## config.mk

```make
export PLATFORM = sky130hd
export DESIGN_NAME = timer_unit_end_flat
export DESIGN_NICKNAME = d
export VERILOG_FILES = /design/src/shared/timer_pkg.sv /design/src/shared/timer_link_if.sv /design/src/design/timer_channel.sv /design/src/design/timer_unit_end.sv /design/src/flat_wrapper.sv
export VERILOG_INCLUDE_DIRS = /design/src /design/src/shared
export SDC_FILE = /design/constraint.sdc
export NUM_CORES = 1
export LEC_CHECK = 0
export BUFFER_PORTS_ARGS = -buffer_cell sky130_fd_sc_hd__buf_2
export CAP_MARGIN = 20
export CELL_PAD_IN_SITES_DETAIL_PLACEMENT = 1
export CELL_PAD_IN_SITES_GLOBAL_PLACEMENT = 2
export CORE_MARGIN = 3
export CORE_UTILIZATION = 41
export CTS_CLUSTER_SIZE = 20
export DETAILED_ROUTE_END_ITERATION = 7
export GPL_TIMING_DRIVEN = 0
export MAX_ROUTING_LAYER = met4
export PLACE_DENSITY = 0.79
export SKIP_LAST_GASP = 1
export SYNTH_ARGS = -nofsm -noshare
export SYNTH_HDL_FRONTEND = slang
export SYNTH_HIERARCHICAL = 1
export SYNTH_SLANG_ARGS = --single-unit
export TNS_END_PERCENT = 50
```

## constraint.sdc

```tcl
create_clock -name REF_CLK -period 2.85 [get_ports REF_CLK]
set_input_delay 0.57 -clock REF_CLK [delete_from_list [all_inputs] [get_ports REF_CLK]]
set_output_delay 0.57 -clock REF_CLK [all_outputs]
set_load 0.005 [all_outputs]
```

## src/shared/timer_defs.svh

```systemverilog
// Constants of the timer unit link, register layout and request priority codes
// Behaviour
// - Underflow request per channel, capture on channel 2
// - Underflow request equals flag AND enable
// - Capture request needs flag and control 11
// - Fixed priority: ch0, ch1, ch2, capture, ch3, ch4
// - Software stops a channel before writing it
// - Run writes, flag clears never disturb counting
// - Flag clear writes other control bits unchanged
// - Counter read returns value before coincident decrement
// - Reset clock divider before counting clock output
// - External count clock below quarter peripheral clock
// - Underflow sets flag, reloads constant, keeps counting
// - Capture copies counter only while flag clear
`ifndef TIMER_DEFS_SVH
`define TIMER_DEFS_SVH

`define TMR_CHANNELS     5
`define TMR_MAX_CH       5
`define TMR_CHAN_W       3
`define TMR_CAPTURE_CH   2

// Register select codes
`define TMR_SEL_RUN      3'h0
`define TMR_SEL_CTRL     3'h1
`define TMR_SEL_CONST    3'h2
`define TMR_SEL_COUNT    3'h3
`define TMR_SEL_CAPT     3'h4

// Control register fields
`define TMR_BIT_CAPF     9
`define TMR_BIT_UNF      8
`define TMR_BIT_CAPC_HI  7
`define TMR_BIT_CAPC_LO  6
`define TMR_BIT_UNDERFLOW_IRQ_ENABLE     5
`define TMR_CAPC_IRQ     2'h3
`define TMR_CAPC_OFF     2'h0

// Reset values
`define TMR_WORD_RST     32'h0000_0000

// Priority codes of the requests, 0 is highest
`define TMR_SRC_UNF0     3'h0
`define TMR_SRC_UNF1     3'h1
`define TMR_SRC_UNF2     3'h2
`define TMR_SRC_CAP2     3'h3
`define TMR_SRC_UNF3     3'h4
`define TMR_SRC_UNF4     3'h5
`define TMR_SRC_NONE     3'h7

`endif

```

## src/shared/timer_pkg.sv

```systemverilog
// Types shared by both ends of the timer unit link
package timer_pkg;

    typedef logic [31:0] word_t;
    typedef logic [2:0]  reg_sel_t;
    typedef logic [2:0]  chan_t;
    typedef logic [2:0]  src_t;

    typedef enum logic [1:0] {
        CS_IDLE,
        CS_RMW_READ,
        CS_WAIT
    } ctrl_state_e;

endpackage : timer_pkg
```

## src/shared/timer_link_if.sv

```systemverilog
// Register access and interrupt request link between timer unit and its controller
`timescale 1ns/10ps
`default_nettype none
`include "timer_defs.svh"

interface timer_link_if (
    input wire logic clk,
    input wire logic arst_n
);
    import timer_pkg::*;

    logic                    req;
    logic                    wr;
    reg_sel_t                sel;
    chan_t                   chan;
    word_t                   wdata;
    word_t                   rdata;
    logic                    ack;
    logic [`TMR_MAX_CH-1:0]  irq_underflow;
    logic                    irq_capture;

    modport dev (
        input  clk, arst_n, req, wr, sel, chan, wdata,
        output rdata, ack, irq_underflow, irq_capture
    );

    modport ctl (
        input  clk, arst_n, rdata, ack, irq_underflow, irq_capture,
        output req, wr, sel, chan, wdata
    );

endinterface : timer_link_if
`default_nettype wire

```

## src/design/timer_channel.sv

```systemverilog
// One down-counting channel: counter, reload constant, underflow flag and request
`timescale 1ns/10ps
`default_nettype none
`include "timer_defs.svh"

module timer_channel (
    // Clock and reset
    input  wire logic             clk,
    input  wire logic             arst_n,
    // Counting
    input  wire logic             tick,
    input  wire logic             run,
    // Register writes
    input  wire logic             wr_ctrl,
    input  wire logic             wr_const,
    input  wire logic             wr_count,
    input  wire timer_pkg::word_t wdata,
    // State
    output var  timer_pkg::word_t counter,
    output var  timer_pkg::word_t constant,
    output logic                  flag,
    output logic                  enable,
    output logic                  irq
);
    import timer_pkg::*;

    word_t counter_reg;
    word_t constant_reg;
    logic  flag_reg;
    logic  enable_reg;
    logic  decrement;
    logic  underflow;

    assign decrement = tick & run;
    assign underflow = decrement & (counter_reg == `TMR_WORD_RST);

    // A software load wins over a coincident count step
    always_ff @(posedge clk or negedge arst_n) begin
        if (!arst_n) begin
            counter_reg <= `TMR_WORD_RST;
        end else if (wr_count) begin
            counter_reg <= wdata;
        end else if (underflow) begin
            counter_reg <= constant_reg;
        end else if (decrement) begin
            counter_reg <= counter_reg - 32'h0000_0001;
        end
    end

    always_ff @(posedge clk or negedge arst_n) begin
        if (!arst_n) begin
            constant_reg <= `TMR_WORD_RST;
        end else if (wr_const) begin
            constant_reg <= wdata;
        end
    end

    // Writing 0 clears, writing 1 keeps; a new underflow beats the clear
    always_ff @(posedge clk or negedge arst_n) begin
        if (!arst_n) begin
            flag_reg <= 1'b0;
        end else if (underflow) begin
            flag_reg <= 1'b1;
        end else if (wr_ctrl && !wdata[`TMR_BIT_UNF]) begin
            flag_reg <= 1'b0;
        end
    end

    always_ff @(posedge clk or negedge arst_n) begin
        if (!arst_n) begin
            enable_reg <= 1'b0;
        end else if (wr_ctrl) begin
            enable_reg <= wdata[`TMR_BIT_UNDERFLOW_IRQ_ENABLE];
        end
    end

    assign counter  = counter_reg;
    assign constant = constant_reg;
    assign flag     = flag_reg;
    assign enable   = enable_reg;
    assign irq      = flag_reg & enable_reg;

endmodule : timer_channel
`default_nettype wire

```

## src/design/timer_unit_end.sv

```systemverilog
// Timer unit end: channels, run bits, capture on channel 2, register access, requests
`timescale 1ns/10ps
`default_nettype none
`include "timer_defs.svh"

module timer_unit_end #(
    parameter int NCH = `TMR_CHANNELS
) (
    // Clock and reset
    input  wire logic           REF_CLK,
    input  wire logic           ARST_N,
    // Count steps from the prescaler, one per channel
    input  wire logic [NCH-1:0] COUNT_TICK,
    // Capture strobe from the channel 2 edge detector
    input  wire logic           CAPTURE_EVENT,
    // Channel run state
    output logic [NCH-1:0]      RUN_STATE,
    // Register access and interrupt requests
    timer_link_if.dev           LINK
);
    import timer_pkg::*;

    // Channels 3 and 4 are optional; capture needs channel 2
    if (NCH < 3 || NCH > `TMR_MAX_CH) begin : g_bad_nch
        $error("timer_unit_end: NCH must be 3 to 5");
    end

    // Access decode
    logic            chan_ok;
    logic            wr_any;
    logic            rd_any;
    logic [NCH-1:0]  chan_hit;
    logic [NCH-1:0]  wr_ctrl;
    logic [NCH-1:0]  wr_const;
    logic [NCH-1:0]  wr_count;
    logic            wr_run;
    logic            wr_cap_ctrl;

    // Channel state
    word_t           counter_w  [NCH];
    word_t           constant_w [NCH];
    logic [NCH-1:0]  flag_w;
    logic [NCH-1:0]  enable_w;
    logic [NCH-1:0]  irq_w;

    // Run bits and capture state
    logic [NCH-1:0]  run_reg;
    logic [1:0]      capture_control_reg;
    logic            capture_flag_reg;
    word_t           capture_value_reg;
    logic            capture_armed;

    // Read answer
    word_t           rdata_reg;
    word_t           rdata_next;
    logic            ack_reg;

    assign chan_ok = (LINK.chan < chan_t'(NCH));
    assign wr_any  = LINK.req & LINK.wr;
    assign rd_any  = LINK.req & ~LINK.wr;
    assign wr_run  = wr_any & (LINK.sel == `TMR_SEL_RUN);

    for (genvar c = 0; c < NCH; c++) begin : g_ch
        assign chan_hit[c] = chan_ok & (LINK.chan == chan_t'(c));
        assign wr_ctrl[c]  = wr_any & chan_hit[c] & (LINK.sel == `TMR_SEL_CTRL);
        assign wr_const[c] = wr_any & chan_hit[c] & (LINK.sel == `TMR_SEL_CONST);
        assign wr_count[c] = wr_any & chan_hit[c] & (LINK.sel == `TMR_SEL_COUNT);

        timer_channel u_channel (
            .clk      (REF_CLK),
            .arst_n   (ARST_N),
            .tick     (COUNT_TICK[c]),
            .run      (run_reg[c]),
            .wr_ctrl  (wr_ctrl[c]),
            .wr_const (wr_const[c]),
            .wr_count (wr_count[c]),
            .wdata    (LINK.wdata),
            .counter  (counter_w[c]),
            .constant (constant_w[c]),
            .flag     (flag_w[c]),
            .enable   (enable_w[c]),
            .irq      (irq_w[c])
        );
    end

    // Run bits may change while counting; counters stay untouched
    always_ff @(posedge REF_CLK or negedge ARST_N) begin
        if (!ARST_N) begin
            run_reg <= '0;
        end else if (wr_run) begin
            run_reg <= LINK.wdata[NCH-1:0];
        end
    end

    assign RUN_STATE = run_reg;

    // Capture control lives beside channel 2 control bits
    assign wr_cap_ctrl   = wr_ctrl[`TMR_CAPTURE_CH];
    assign capture_armed = CAPTURE_EVENT & (capture_control_reg != `TMR_CAPC_OFF);

    always_ff @(posedge REF_CLK or negedge ARST_N) begin
        if (!ARST_N) begin
            capture_control_reg <= `TMR_CAPC_OFF;
        end else if (wr_cap_ctrl) begin
            capture_control_reg <= {LINK.wdata[`TMR_BIT_CAPC_HI],
                                    LINK.wdata[`TMR_BIT_CAPC_LO]};
        end
    end

    // A capture in the clearing cycle keeps the flag set
    always_ff @(posedge REF_CLK or negedge ARST_N) begin
        if (!ARST_N) begin
            capture_flag_reg <= 1'b0;
        end else if (capture_armed) begin
            capture_flag_reg <= 1'b1;
        end else if (wr_cap_ctrl && !LINK.wdata[`TMR_BIT_CAPF]) begin
            capture_flag_reg <= 1'b0;
        end
    end

    // Old value held while a previous capture is still unserviced
    always_ff @(posedge REF_CLK or negedge ARST_N) begin
        if (!ARST_N) begin
            capture_value_reg <= `TMR_WORD_RST;
        end else if (capture_armed && !capture_flag_reg) begin
            capture_value_reg <= counter_w[`TMR_CAPTURE_CH];
        end
    end

    // Readback; counter sampled before this edge's decrement lands
    always_comb begin
        rdata_next = '0;
        case (LINK.sel)
            `TMR_SEL_RUN: begin
                rdata_next[NCH-1:0] = run_reg;
            end
            `TMR_SEL_CTRL: begin
                for (int c = 0; c < NCH; c++) begin
                    if (chan_hit[c]) begin
                        rdata_next[`TMR_BIT_UNF]  = flag_w[c];
                        rdata_next[`TMR_BIT_UNDERFLOW_IRQ_ENABLE] = enable_w[c];
                    end
                end
                if (chan_hit[`TMR_CAPTURE_CH]) begin
                    rdata_next[`TMR_BIT_CAPF]    = capture_flag_reg;
                    rdata_next[`TMR_BIT_CAPC_HI] = capture_control_reg[1];
                    rdata_next[`TMR_BIT_CAPC_LO] = capture_control_reg[0];
                end
            end
            `TMR_SEL_CONST: begin
                for (int c = 0; c < NCH; c++) begin
                    if (chan_hit[c]) begin
                        rdata_next = constant_w[c];
                    end
                end
            end
            `TMR_SEL_COUNT: begin
                for (int c = 0; c < NCH; c++) begin
                    if (chan_hit[c]) begin
                        rdata_next = counter_w[c];
                    end
                end
            end
            `TMR_SEL_CAPT: begin
                if (chan_hit[`TMR_CAPTURE_CH]) begin
                    rdata_next = capture_value_reg;
                end
            end
            default: begin
                rdata_next = '0;
            end
        endcase
    end

    // Every access is answered one cycle later; unmapped reads give zero
    always_ff @(posedge REF_CLK or negedge ARST_N) begin
        if (!ARST_N) begin
            ack_reg <= 1'b0;
        end else begin
            ack_reg <= LINK.req;
        end
    end

    always_ff @(posedge REF_CLK or negedge ARST_N) begin
        if (!ARST_N) begin
            rdata_reg <= '0;
        end else if (rd_any) begin
            rdata_reg <= rdata_next;
        end
    end

    assign LINK.ack   = ack_reg;
    assign LINK.rdata = rdata_reg;

    // Request lines in channel order; absent channels stay quiet
    always_comb begin
        LINK.irq_underflow          = '0;
        LINK.irq_underflow[NCH-1:0] = irq_w;
    end

    assign LINK.irq_capture = capture_flag_reg
                            & (capture_control_reg == `TMR_CAPC_IRQ);

endmodule : timer_unit_end
`default_nettype wire

```

## src/flat_wrapper.sv

```systemverilog
// flat-port wrapper written by rule: the top's interface ports become plain ports
module timer_unit_end_flat import timer_pkg::*;
#(
    parameter int NCH = `TMR_CHANNELS
)
  (REF_CLK, ARST_N, COUNT_TICK, CAPTURE_EVENT, RUN_STATE, clk, arst_n, LINK_req, LINK_wr, LINK_sel, LINK_chan, LINK_wdata, LINK_rdata, LINK_ack, LINK_irq_underflow, LINK_irq_capture);
  timer_link_if LINK_i (.clk(clk), .arst_n(arst_n));
  input  wire logic REF_CLK;
  input  wire logic ARST_N;
  input  wire logic [NCH-1:0] COUNT_TICK;
  input  wire logic CAPTURE_EVENT;
  output logic [NCH-1:0] RUN_STATE;
  input wire logic clk;
  input wire logic arst_n;
  input wire logic [$bits(LINK_i.req)-1:0] LINK_req;
  input wire logic [$bits(LINK_i.wr)-1:0] LINK_wr;
  input wire logic [$bits(LINK_i.sel)-1:0] LINK_sel;
  input wire logic [$bits(LINK_i.chan)-1:0] LINK_chan;
  input wire logic [$bits(LINK_i.wdata)-1:0] LINK_wdata;
  output wire logic [$bits(LINK_i.rdata)-1:0] LINK_rdata;
  output wire logic [$bits(LINK_i.ack)-1:0] LINK_ack;
  output wire logic [$bits(LINK_i.irq_underflow)-1:0] LINK_irq_underflow;
  output wire logic [$bits(LINK_i.irq_capture)-1:0] LINK_irq_capture;
  assign LINK_i.req = LINK_req;
  assign LINK_i.wr = LINK_wr;
  assign LINK_i.sel = LINK_sel;
  assign LINK_i.chan = LINK_chan;
  assign LINK_i.wdata = LINK_wdata;
  assign LINK_rdata = LINK_i.rdata;
  assign LINK_ack = LINK_i.ack;
  assign LINK_irq_underflow = LINK_i.irq_underflow;
  assign LINK_irq_capture = LINK_i.irq_capture;
  timer_unit_end #(.NCH(NCH)) u_core (.REF_CLK(REF_CLK), .ARST_N(ARST_N), .COUNT_TICK(COUNT_TICK), .CAPTURE_EVENT(CAPTURE_EVENT), .RUN_STATE(RUN_STATE), .LINK(LINK_i));
endmodule
```

Yosys cells after proc, flatten, opt, wreduce, memory -nomap -nowiden
Cells that the tools add are included.
{ "totals": {"register_bits": 403, "latchBits": 0, "mem_bits_rw": 0, "mem_bits_ro": 0, "output_inout_bits": 44, "elab_cells": 169, "n_memories": 0} }
{ "classes": {"n_addsub": 5, "multipliers": 0, "div": 0, "order_cmp": 1, "eq_ne": 9, "shift": 0, "muxes": 53, "bitwise_logic": 46, "reduce_logical": 29} }
{ "op_table": {"columns": ["op", "n"], "rows": [
  ["2-to-1 mux 32 bit", 26],
  ["logical NOT 32 bit", 5],
  ["subtractor 32 x 1 -> 32 bit (second input constant)", 5],
  ["case mux 22 bit (3 select lines)", 1],
  ["AND 1 bit", 45],
  ["case mux 5 bit (4 select lines)", 2],
  ["2-to-1 mux 1 bit", 23],
  ["nonzero test 3 bit", 5],
  ["nonzero test 2 bit", 7],
  ["equality test 3 x 2 -> 1 bit (second input constant)", 4],
  ["logical AND 1 bit", 7],
  ["equality test 3 x 1 -> 1 bit (second input constant)", 2],
  ["equality test 3 bit (second input constant)", 2],
  ["logical NOT 3 bit", 2],
  ["logical NOT 1 bit", 3],
  ["less-than comparator 3 bit (second input constant)", 1],
  ["equality test 2 bit (second input constant)", 1],
  ["2-to-1 mux 2 bit", 1],
  ["NOT 1 bit", 1]
]} }

Longest topological paths before layout
{ "depth": {"ltp_word": 8, "mapped_depth": 14, "depth_no_buf": 7} }

By module
The synthesis kept the hierarchy.
{ "modules_own_cells": {"columns": ["module", "n_inst", "cells_per_inst", "area_each_um2", "seq_area_each_um2"], "rows": [
  ["timer_channel at u_core.g_ch[0].u_channel ...", 3, 396, 3731.1, 1651.6],
  ["timer_channel at u_core.g_ch[3].u_channel ...", 2, 389, 3672.3, 1651.6],
  ["timer_unit_end", 1, 610, 6060.8, 1826.8]
]} }

Worst setup path after synthesis
No wires, ideal clock.
{ "synth_path": {"path_kind": "input to register", "start": "input LINK_chan[0]", "end": "register u_core.g_ch[1].u_channel.counter_reg[3]", "setup_time_ps": 131, "arrival_ps": 2739, "slack_ps": -20, "cell_stages": 12, "path_cell_list": "buf_6 > buf_4 > buf_4 > inv_1 > clkbuf_1 > or2_2 > nor2_1 > buf_1 > buf_1 > nor2_1 > a21oi_1 > o31ai_2"} }
{ "synth_between": {"elab_chain_len": 5, "elab_cells_between_ends": 7} }
{ "synth_lines": {"columns": ["item", "line_no", "source"], "rows": [
  ["start, declared", "flat_wrapper.sv:18", "input wire logic [$bits(LINK_i.chan)-1:0] LINK_chan;"],
  ["less-than comparator 3 bit / equality test 3 x 1 -> 1 bit (equally long branches)", "timer_unit_end.sv:58, timer_unit_end.sv:64", null],
  ["AND 1 bit (*)", "timer_unit_end.sv:64", "assign chan_hit[c] = chan_ok & (LINK.chan == chan_t'(c));"],
  ["AND 1 bit (*) (2 in a row)", "timer_unit_end.sv:67", "assign wr_count[c] = wr_any & chan_hit[c] & (LINK.sel == `TMR_SEL_COUNT);"],
  ["net u_core.wr_count[1]", "timer_unit_end.sv:35", "logic [NCH-1:0] wr_count;"],
  ["nonzero test 3 bit (no line) / 2-to-1 mux 32 bit (equally long branches)", null, null],
  ["end signal, assigned", "timer_channel.sv:42", "counter_reg <= wdata;"],
  ["end signal, assigned", "timer_channel.sv:44", "counter_reg <= constant_reg;"],
  ["end signal, assigned", "timer_channel.sv:46", "counter_reg <= counter_reg - 32'h0000_0001;"],
  ["end, declared", "timer_channel.sv:27", "word_t counter_reg;"]
]} }
Mark *: on every way through the listed nets, which the timed path passes. The rest lies on a longest branch.
A chain may end at the register's enable or synchronous reset.

Final worst setup path
{ "layout_path": {"start": "register u_core.g_ch[0].u_channel.counter_reg[0]", "end": "register u_core.g_ch[0].u_channel.counter_reg[8]"} }
{ "layout_between": {"elab_chain_len": 4, "elab_cells_between_ends": 7} }
{ "layout_lines": {"columns": ["item", "line_no", "source"], "rows": [
  ["start, declared", "timer_channel.sv:27", null],
  ["start signal, assigned", "timer_channel.sv:40", "counter_reg <= `TMR_WORD_RST;"],
  ["start signal, assigned", "timer_channel.sv:42", null],
  ["start signal, assigned", "timer_channel.sv:44", null],
  ["subtractor 32 x 1 -> 32 bit / logical NOT 32 bit (equally long branches)", null, null],
  ["2-to-1 mux 32 bit / AND 1 bit (equally long branches)", "timer_channel.sv:45, timer_channel.sv:35", null],
  ["2-to-1 mux 32 bit", "timer_channel.sv:43", "end else if (underflow) begin"],
  ["2-to-1 mux 32 bit", "timer_channel.sv:41", "end else if (wr_count) begin"]
]} }
Several ways; a longest one is shown, not always the timed one. The select of a mux whose other input is x is not followed.

==> impl_metrics.py <==
metrics = {
    "outcome": {
        "status": "finished with violations",
        "violations": "setup timing",
    },
    "sta": {
        "finalSetupViolCount": 23,
        "finalCritPeriodShare": 1.02,
        "fin_worst_skew_ns": 0.0167,
        "finalCriticalPeriod_ns": 2.91,
        "worstMarginPinSlew_ns": 0.955,
        "finalHoldViolCount": 0,
        "fin_ws_ns": -0.0594,
        "fmax_mhz": 344,
        "worst_hold_slack_ns": 0.140,
        "maxSlewViolCount": 0,
        "rsz0062_at_grt": "yes",
        "slew_headroom": 0.364,
    },
    "power_and_ir_drop": {
        "peakVddDrop_mv": 0.576,
        "p_leak_uw": 0.0122,
        "power.density_nw_per_um2": 900,
    },
    "worst_setup_path": {
        "cp_cell_sequence": "inv_1, ha_1, nor4b_4, buf_4, nand4_2, or4_1, buf_2, buf_6, o211ai_2, o211ai_1",
        "critical_path.max_stage_delay_ns": 0.48,
        "cp.required_ns": 3.31,
        "worstPathMaxFanout": 10,
        "cp_slowest_cell": "dfrtp_1",
        "critPathBufInv": 4,
        "worstSetupStartpointType": "flop",
        "cp_data_arrival_time_ns": 3.37,
        "critPathTopFamily": "simple AND/OR/NAND/NOR gates",
        "crit_path_end_kind": "flop",
        "worstSetupPathType": "flop to flop",
    },
    "placement": {
        "hpwl_um": 90700,
        "place.port_buffers": 90,
        "globalplace.congestion": 0.971,
        "dp_worst_setup_slack_ns": -1.53,
        "dp.cells": 3443,
    },
    "grt": {
        "grt_pass1_wl_um": 173000,
        "busiest_layer": "met2",
        "grt_use_met3": 0.0611,
        "antenna_found_initial": 9,
        "met1_usage": 0.515,
        "grt_pass1_vias": 23400,
        "grt_usage": 0.391,
        "grt_overflow": 0,
        "use_met2": 0.598,
        "grt_max_degree": 115,
    },
    "final_layout": {
        "final_cells": 3573,
        "final_nets": 2802,
        "drive_gt1_frac": 0.242,
        "area_growth_pct": 15.7,
    },
    "logic_synthesis": {
        "synthArstFlopShare": 1.00,
        "synth_edf_count": 0,
        "syn_inst": 2576,
        "synth.cell_area_um2": 24600,
        "synth_ff_type": "dfrtp_1",
        "postSynthNetCount": 2631,
        "ys_seq_area_frac": 0.410,
        "yosys_warnings": 6,
        "syn_area_per_cell_um2": 9.55,
        "ys_seq_elements": 403,
        "synth.distinct_cells": 79,
    },
    "cts": {
        "ctsRootBufferMaster": "clkbuf_16",
        "htree_levels": 2,
        "cts_buffers": 51,
        "cts_sinks": 403,
        "cts_buffer_depth": 3,
        "cts_tree": "built",
        "clk-insertion-delay-late_ns": 0.62,
        "cts.clk_slew.worst_paths_ns": 0.06,
    },
    "run": {
        "drv_cap": 0,
    },
    "detailed_routing": {
        "drt-total-wl_um": 122000,
        "vias": 23500,
        "wl_per_cell_um": 34.1,
        "drtIter0Drc": 2348,
        "vias_per_cell": 6.57,
        "dr.pass1.iters": 7,
        "drc_errors": 0,
        "ant_nets": 0,
    },
    "hold_path": {
        "hp-class": "input port to flop",
    },
    "floorplan": {
        "io_pins": 94,
        "row_count": 89,
        "start_util": 0.415,
        "fp.dieH_um": 251,
        "die_w_um": 251,
        "fp.dieArea_um2": 63000,
        "core-area_um2": 59200,
    },
}
[what timing repair did]
action | 4_1_cts | 5_1_grt
pin swaps | 2 | 5
buffers inserted | 13 | 13
hold endpoints to repair | 30 | 0
gates resized for setup | 62 | 37
endpoints found under the setup margin | 303 | 229
hold buffers | 1 | 0
[cell usage after synthesis, types with 7 or more instances]
master,count,area share
o31ai_1,36,0.011
o21ai_1,12,0.0024
nand4b_1,8,0.0028
mux4_2,8,0.0073
a21oi_1,85,0.017
or2_2,11,0.0028
o21a_1,9,0.0027
nor3_1,114,0.023
o21ai_0,194,0.039
buf_2,33,0.0067
a41oi_1,25,0.0089
o211ai_2,12,0.0061
and3_1,23,0.0058
xnor2_1,56,0.020
a22oi_1,20,0.0061
clkbuf_1,95,0.014
nor4_1,48,0.012
nand2_1,304,0.046
a31oi_1,28,0.0071
inv_1,31,0.0047
and2_1,9,0.0023
o221ai_1,21,0.0075
or4_1,14,0.0043
a221oi_1,7,0.0025
mux2i_1,94,0.038
nand3_1,33,0.0067
o22ai_1,20,0.0051
o31a_1,20,0.0071
nor2b_1,7,0.0018
mux2_2,265,0.12
o211ai_1,87,0.027
nand4_1,20,0.0051
nand2b_1,19,0.0048
nor2_1,193,0.029
buf_4,12,0.0037
nor4_2,10,0.0051
or3_1,22,0.0056
xor2_1,19,0.0068
dfrtp_1,403,0.41
buf_1,28,0.0043
[routing by layer]
metal / vias to the layer above / wire [um]
li1: 9957 / -
met1: 12100 / 50600
met2: 1148 / 55200
met3: 280 / 9410
met4: 0 / 6470
met5: - / 0
[final cells by class]
class                   count  area [um^2]
fillers                  6709        30800
multi-input cells        1968        13800
flip-flops and latches    403        10100
clock buffers              67         1440
well taps                 773          967
plain buffers             171          842
repair buffers            121          788
clock inverters            27          335
inverters                  31          116
diodes                     12         30.0
[report_power, final]
group	total, uW	internal [uW]	leakage (uW)	switching [uW]
clock	6990	4180	0.000872	2820
sequential	9850	7000	0.00532	2850
combinational	8770	3450	0.00602	5310
total	25600	14600	0.0122	11000
[layout by cell type (no fill, tap or decap), types with 14 or more instances in the layout]
cell | netlist | final
dfrtp_1 | 403 | 398
nand2_1 | 304 | 304
mux2_2 | 265 | 265
o21ai_0 | 194 | 194
nor2_1 | 193 | 189
buf_2 | 33 | 129
nor3_1 | 114 | 106
mux2i_1 | 94 | 94
o211ai_1 | 87 | 87
a21oi_1 | 85 | 85
clkbuf_1 | 95 | 67
xnor2_1 | 56 | 56
clkbuf_16 | 0 | 51
nor4_1 | 48 | 44
buf_4 | 12 | 39
o31ai_1 | 36 | 36
nand3_1 | 33 | 33
inv_1 | 31 | 31
clkbuf_2 | 0 | 30
a31oi_1 | 28 | 28
a41oi_1 | 25 | 25
and3_1 | 23 | 23
or3_1 | 22 | 22
o221ai_1 | 21 | 21
o22ai_1 | 20 | 20
a22oi_1 | 20 | 20
nand4_1 | 20 | 20
o31a_1 | 20 | 20
nand2b_1 | 19 | 19
xor2_1 | 19 | 19
buf_1 | 28 | 16
or4_1 | 14 | 14
[per-stage QoR]
step	TNS (ns)	utilization	area (um^2)	power, uW
after detailed placement	-294.28	0.441	26100	17900
after floorplan	0	-	24600	14100
after CTS	-3.50	0.476	28200	25200
final	-0.834	0.480	28500	25600
after global routing	-2.90	0.480	28400	26800
after global placement	-3266.40	0.439	26000	17600
[cells by family (layout without fill, tap and decap cells)]
| family | Yosys count | in the layout | synth area share |
|---|---|---|---|
| other | 0 | 12 | 0 |
| flip-flops | 403 | 403 | 0.410 |
| buffers and inverters | 205 | 417 | 0.0366 |
| adder cells (fa/ha/maj) | 5 | 5 | 0.00254 |
| XOR/XNOR | 75 | 75 | 0.0267 |
| AND/OR/NAND/NOR | 893 | 893 | 0.184 |
| AO/OA/AOI/OAI | 628 | 628 | 0.173 |
| multiplexers | 367 | 367 | 0.167 |
[final timing paths]
check                                                                 from                                                to  slack, ns  cells past startpoint
min in group asynchronous                                           ARST_N  u_core/g_ch[4].u_channel/counter[11]$_DFFE_PN0P_       0.42                      2
max in group asynchronous                                           ARST_N   u_core/g_ch[3].u_channel/counter[0]$_DFFE_PN0P_       0.98                      4
max reg2reg                u_core/g_ch[0].u_channel/counter[0]$_DFFE_PN0P_   u_core/g_ch[0].u_channel/counter[8]$_DFFE_PN0P_      -0.06                     10
min                                                               LINK_req                         u_core/LINK.ack$_DFF_PN0_       0.14                      1
min reg2reg                               u_core/LINK.rdata[6]$_DFFE_PN0P_                  u_core/LINK.rdata[6]$_DFFE_PN0P_       0.48                      2
max                        u_core/g_ch[0].u_channel/counter[0]$_DFFE_PN0P_   u_core/g_ch[0].u_channel/counter[8]$_DFFE_PN0P_      -0.06                     10
Power figures use the tool's default switching activity.
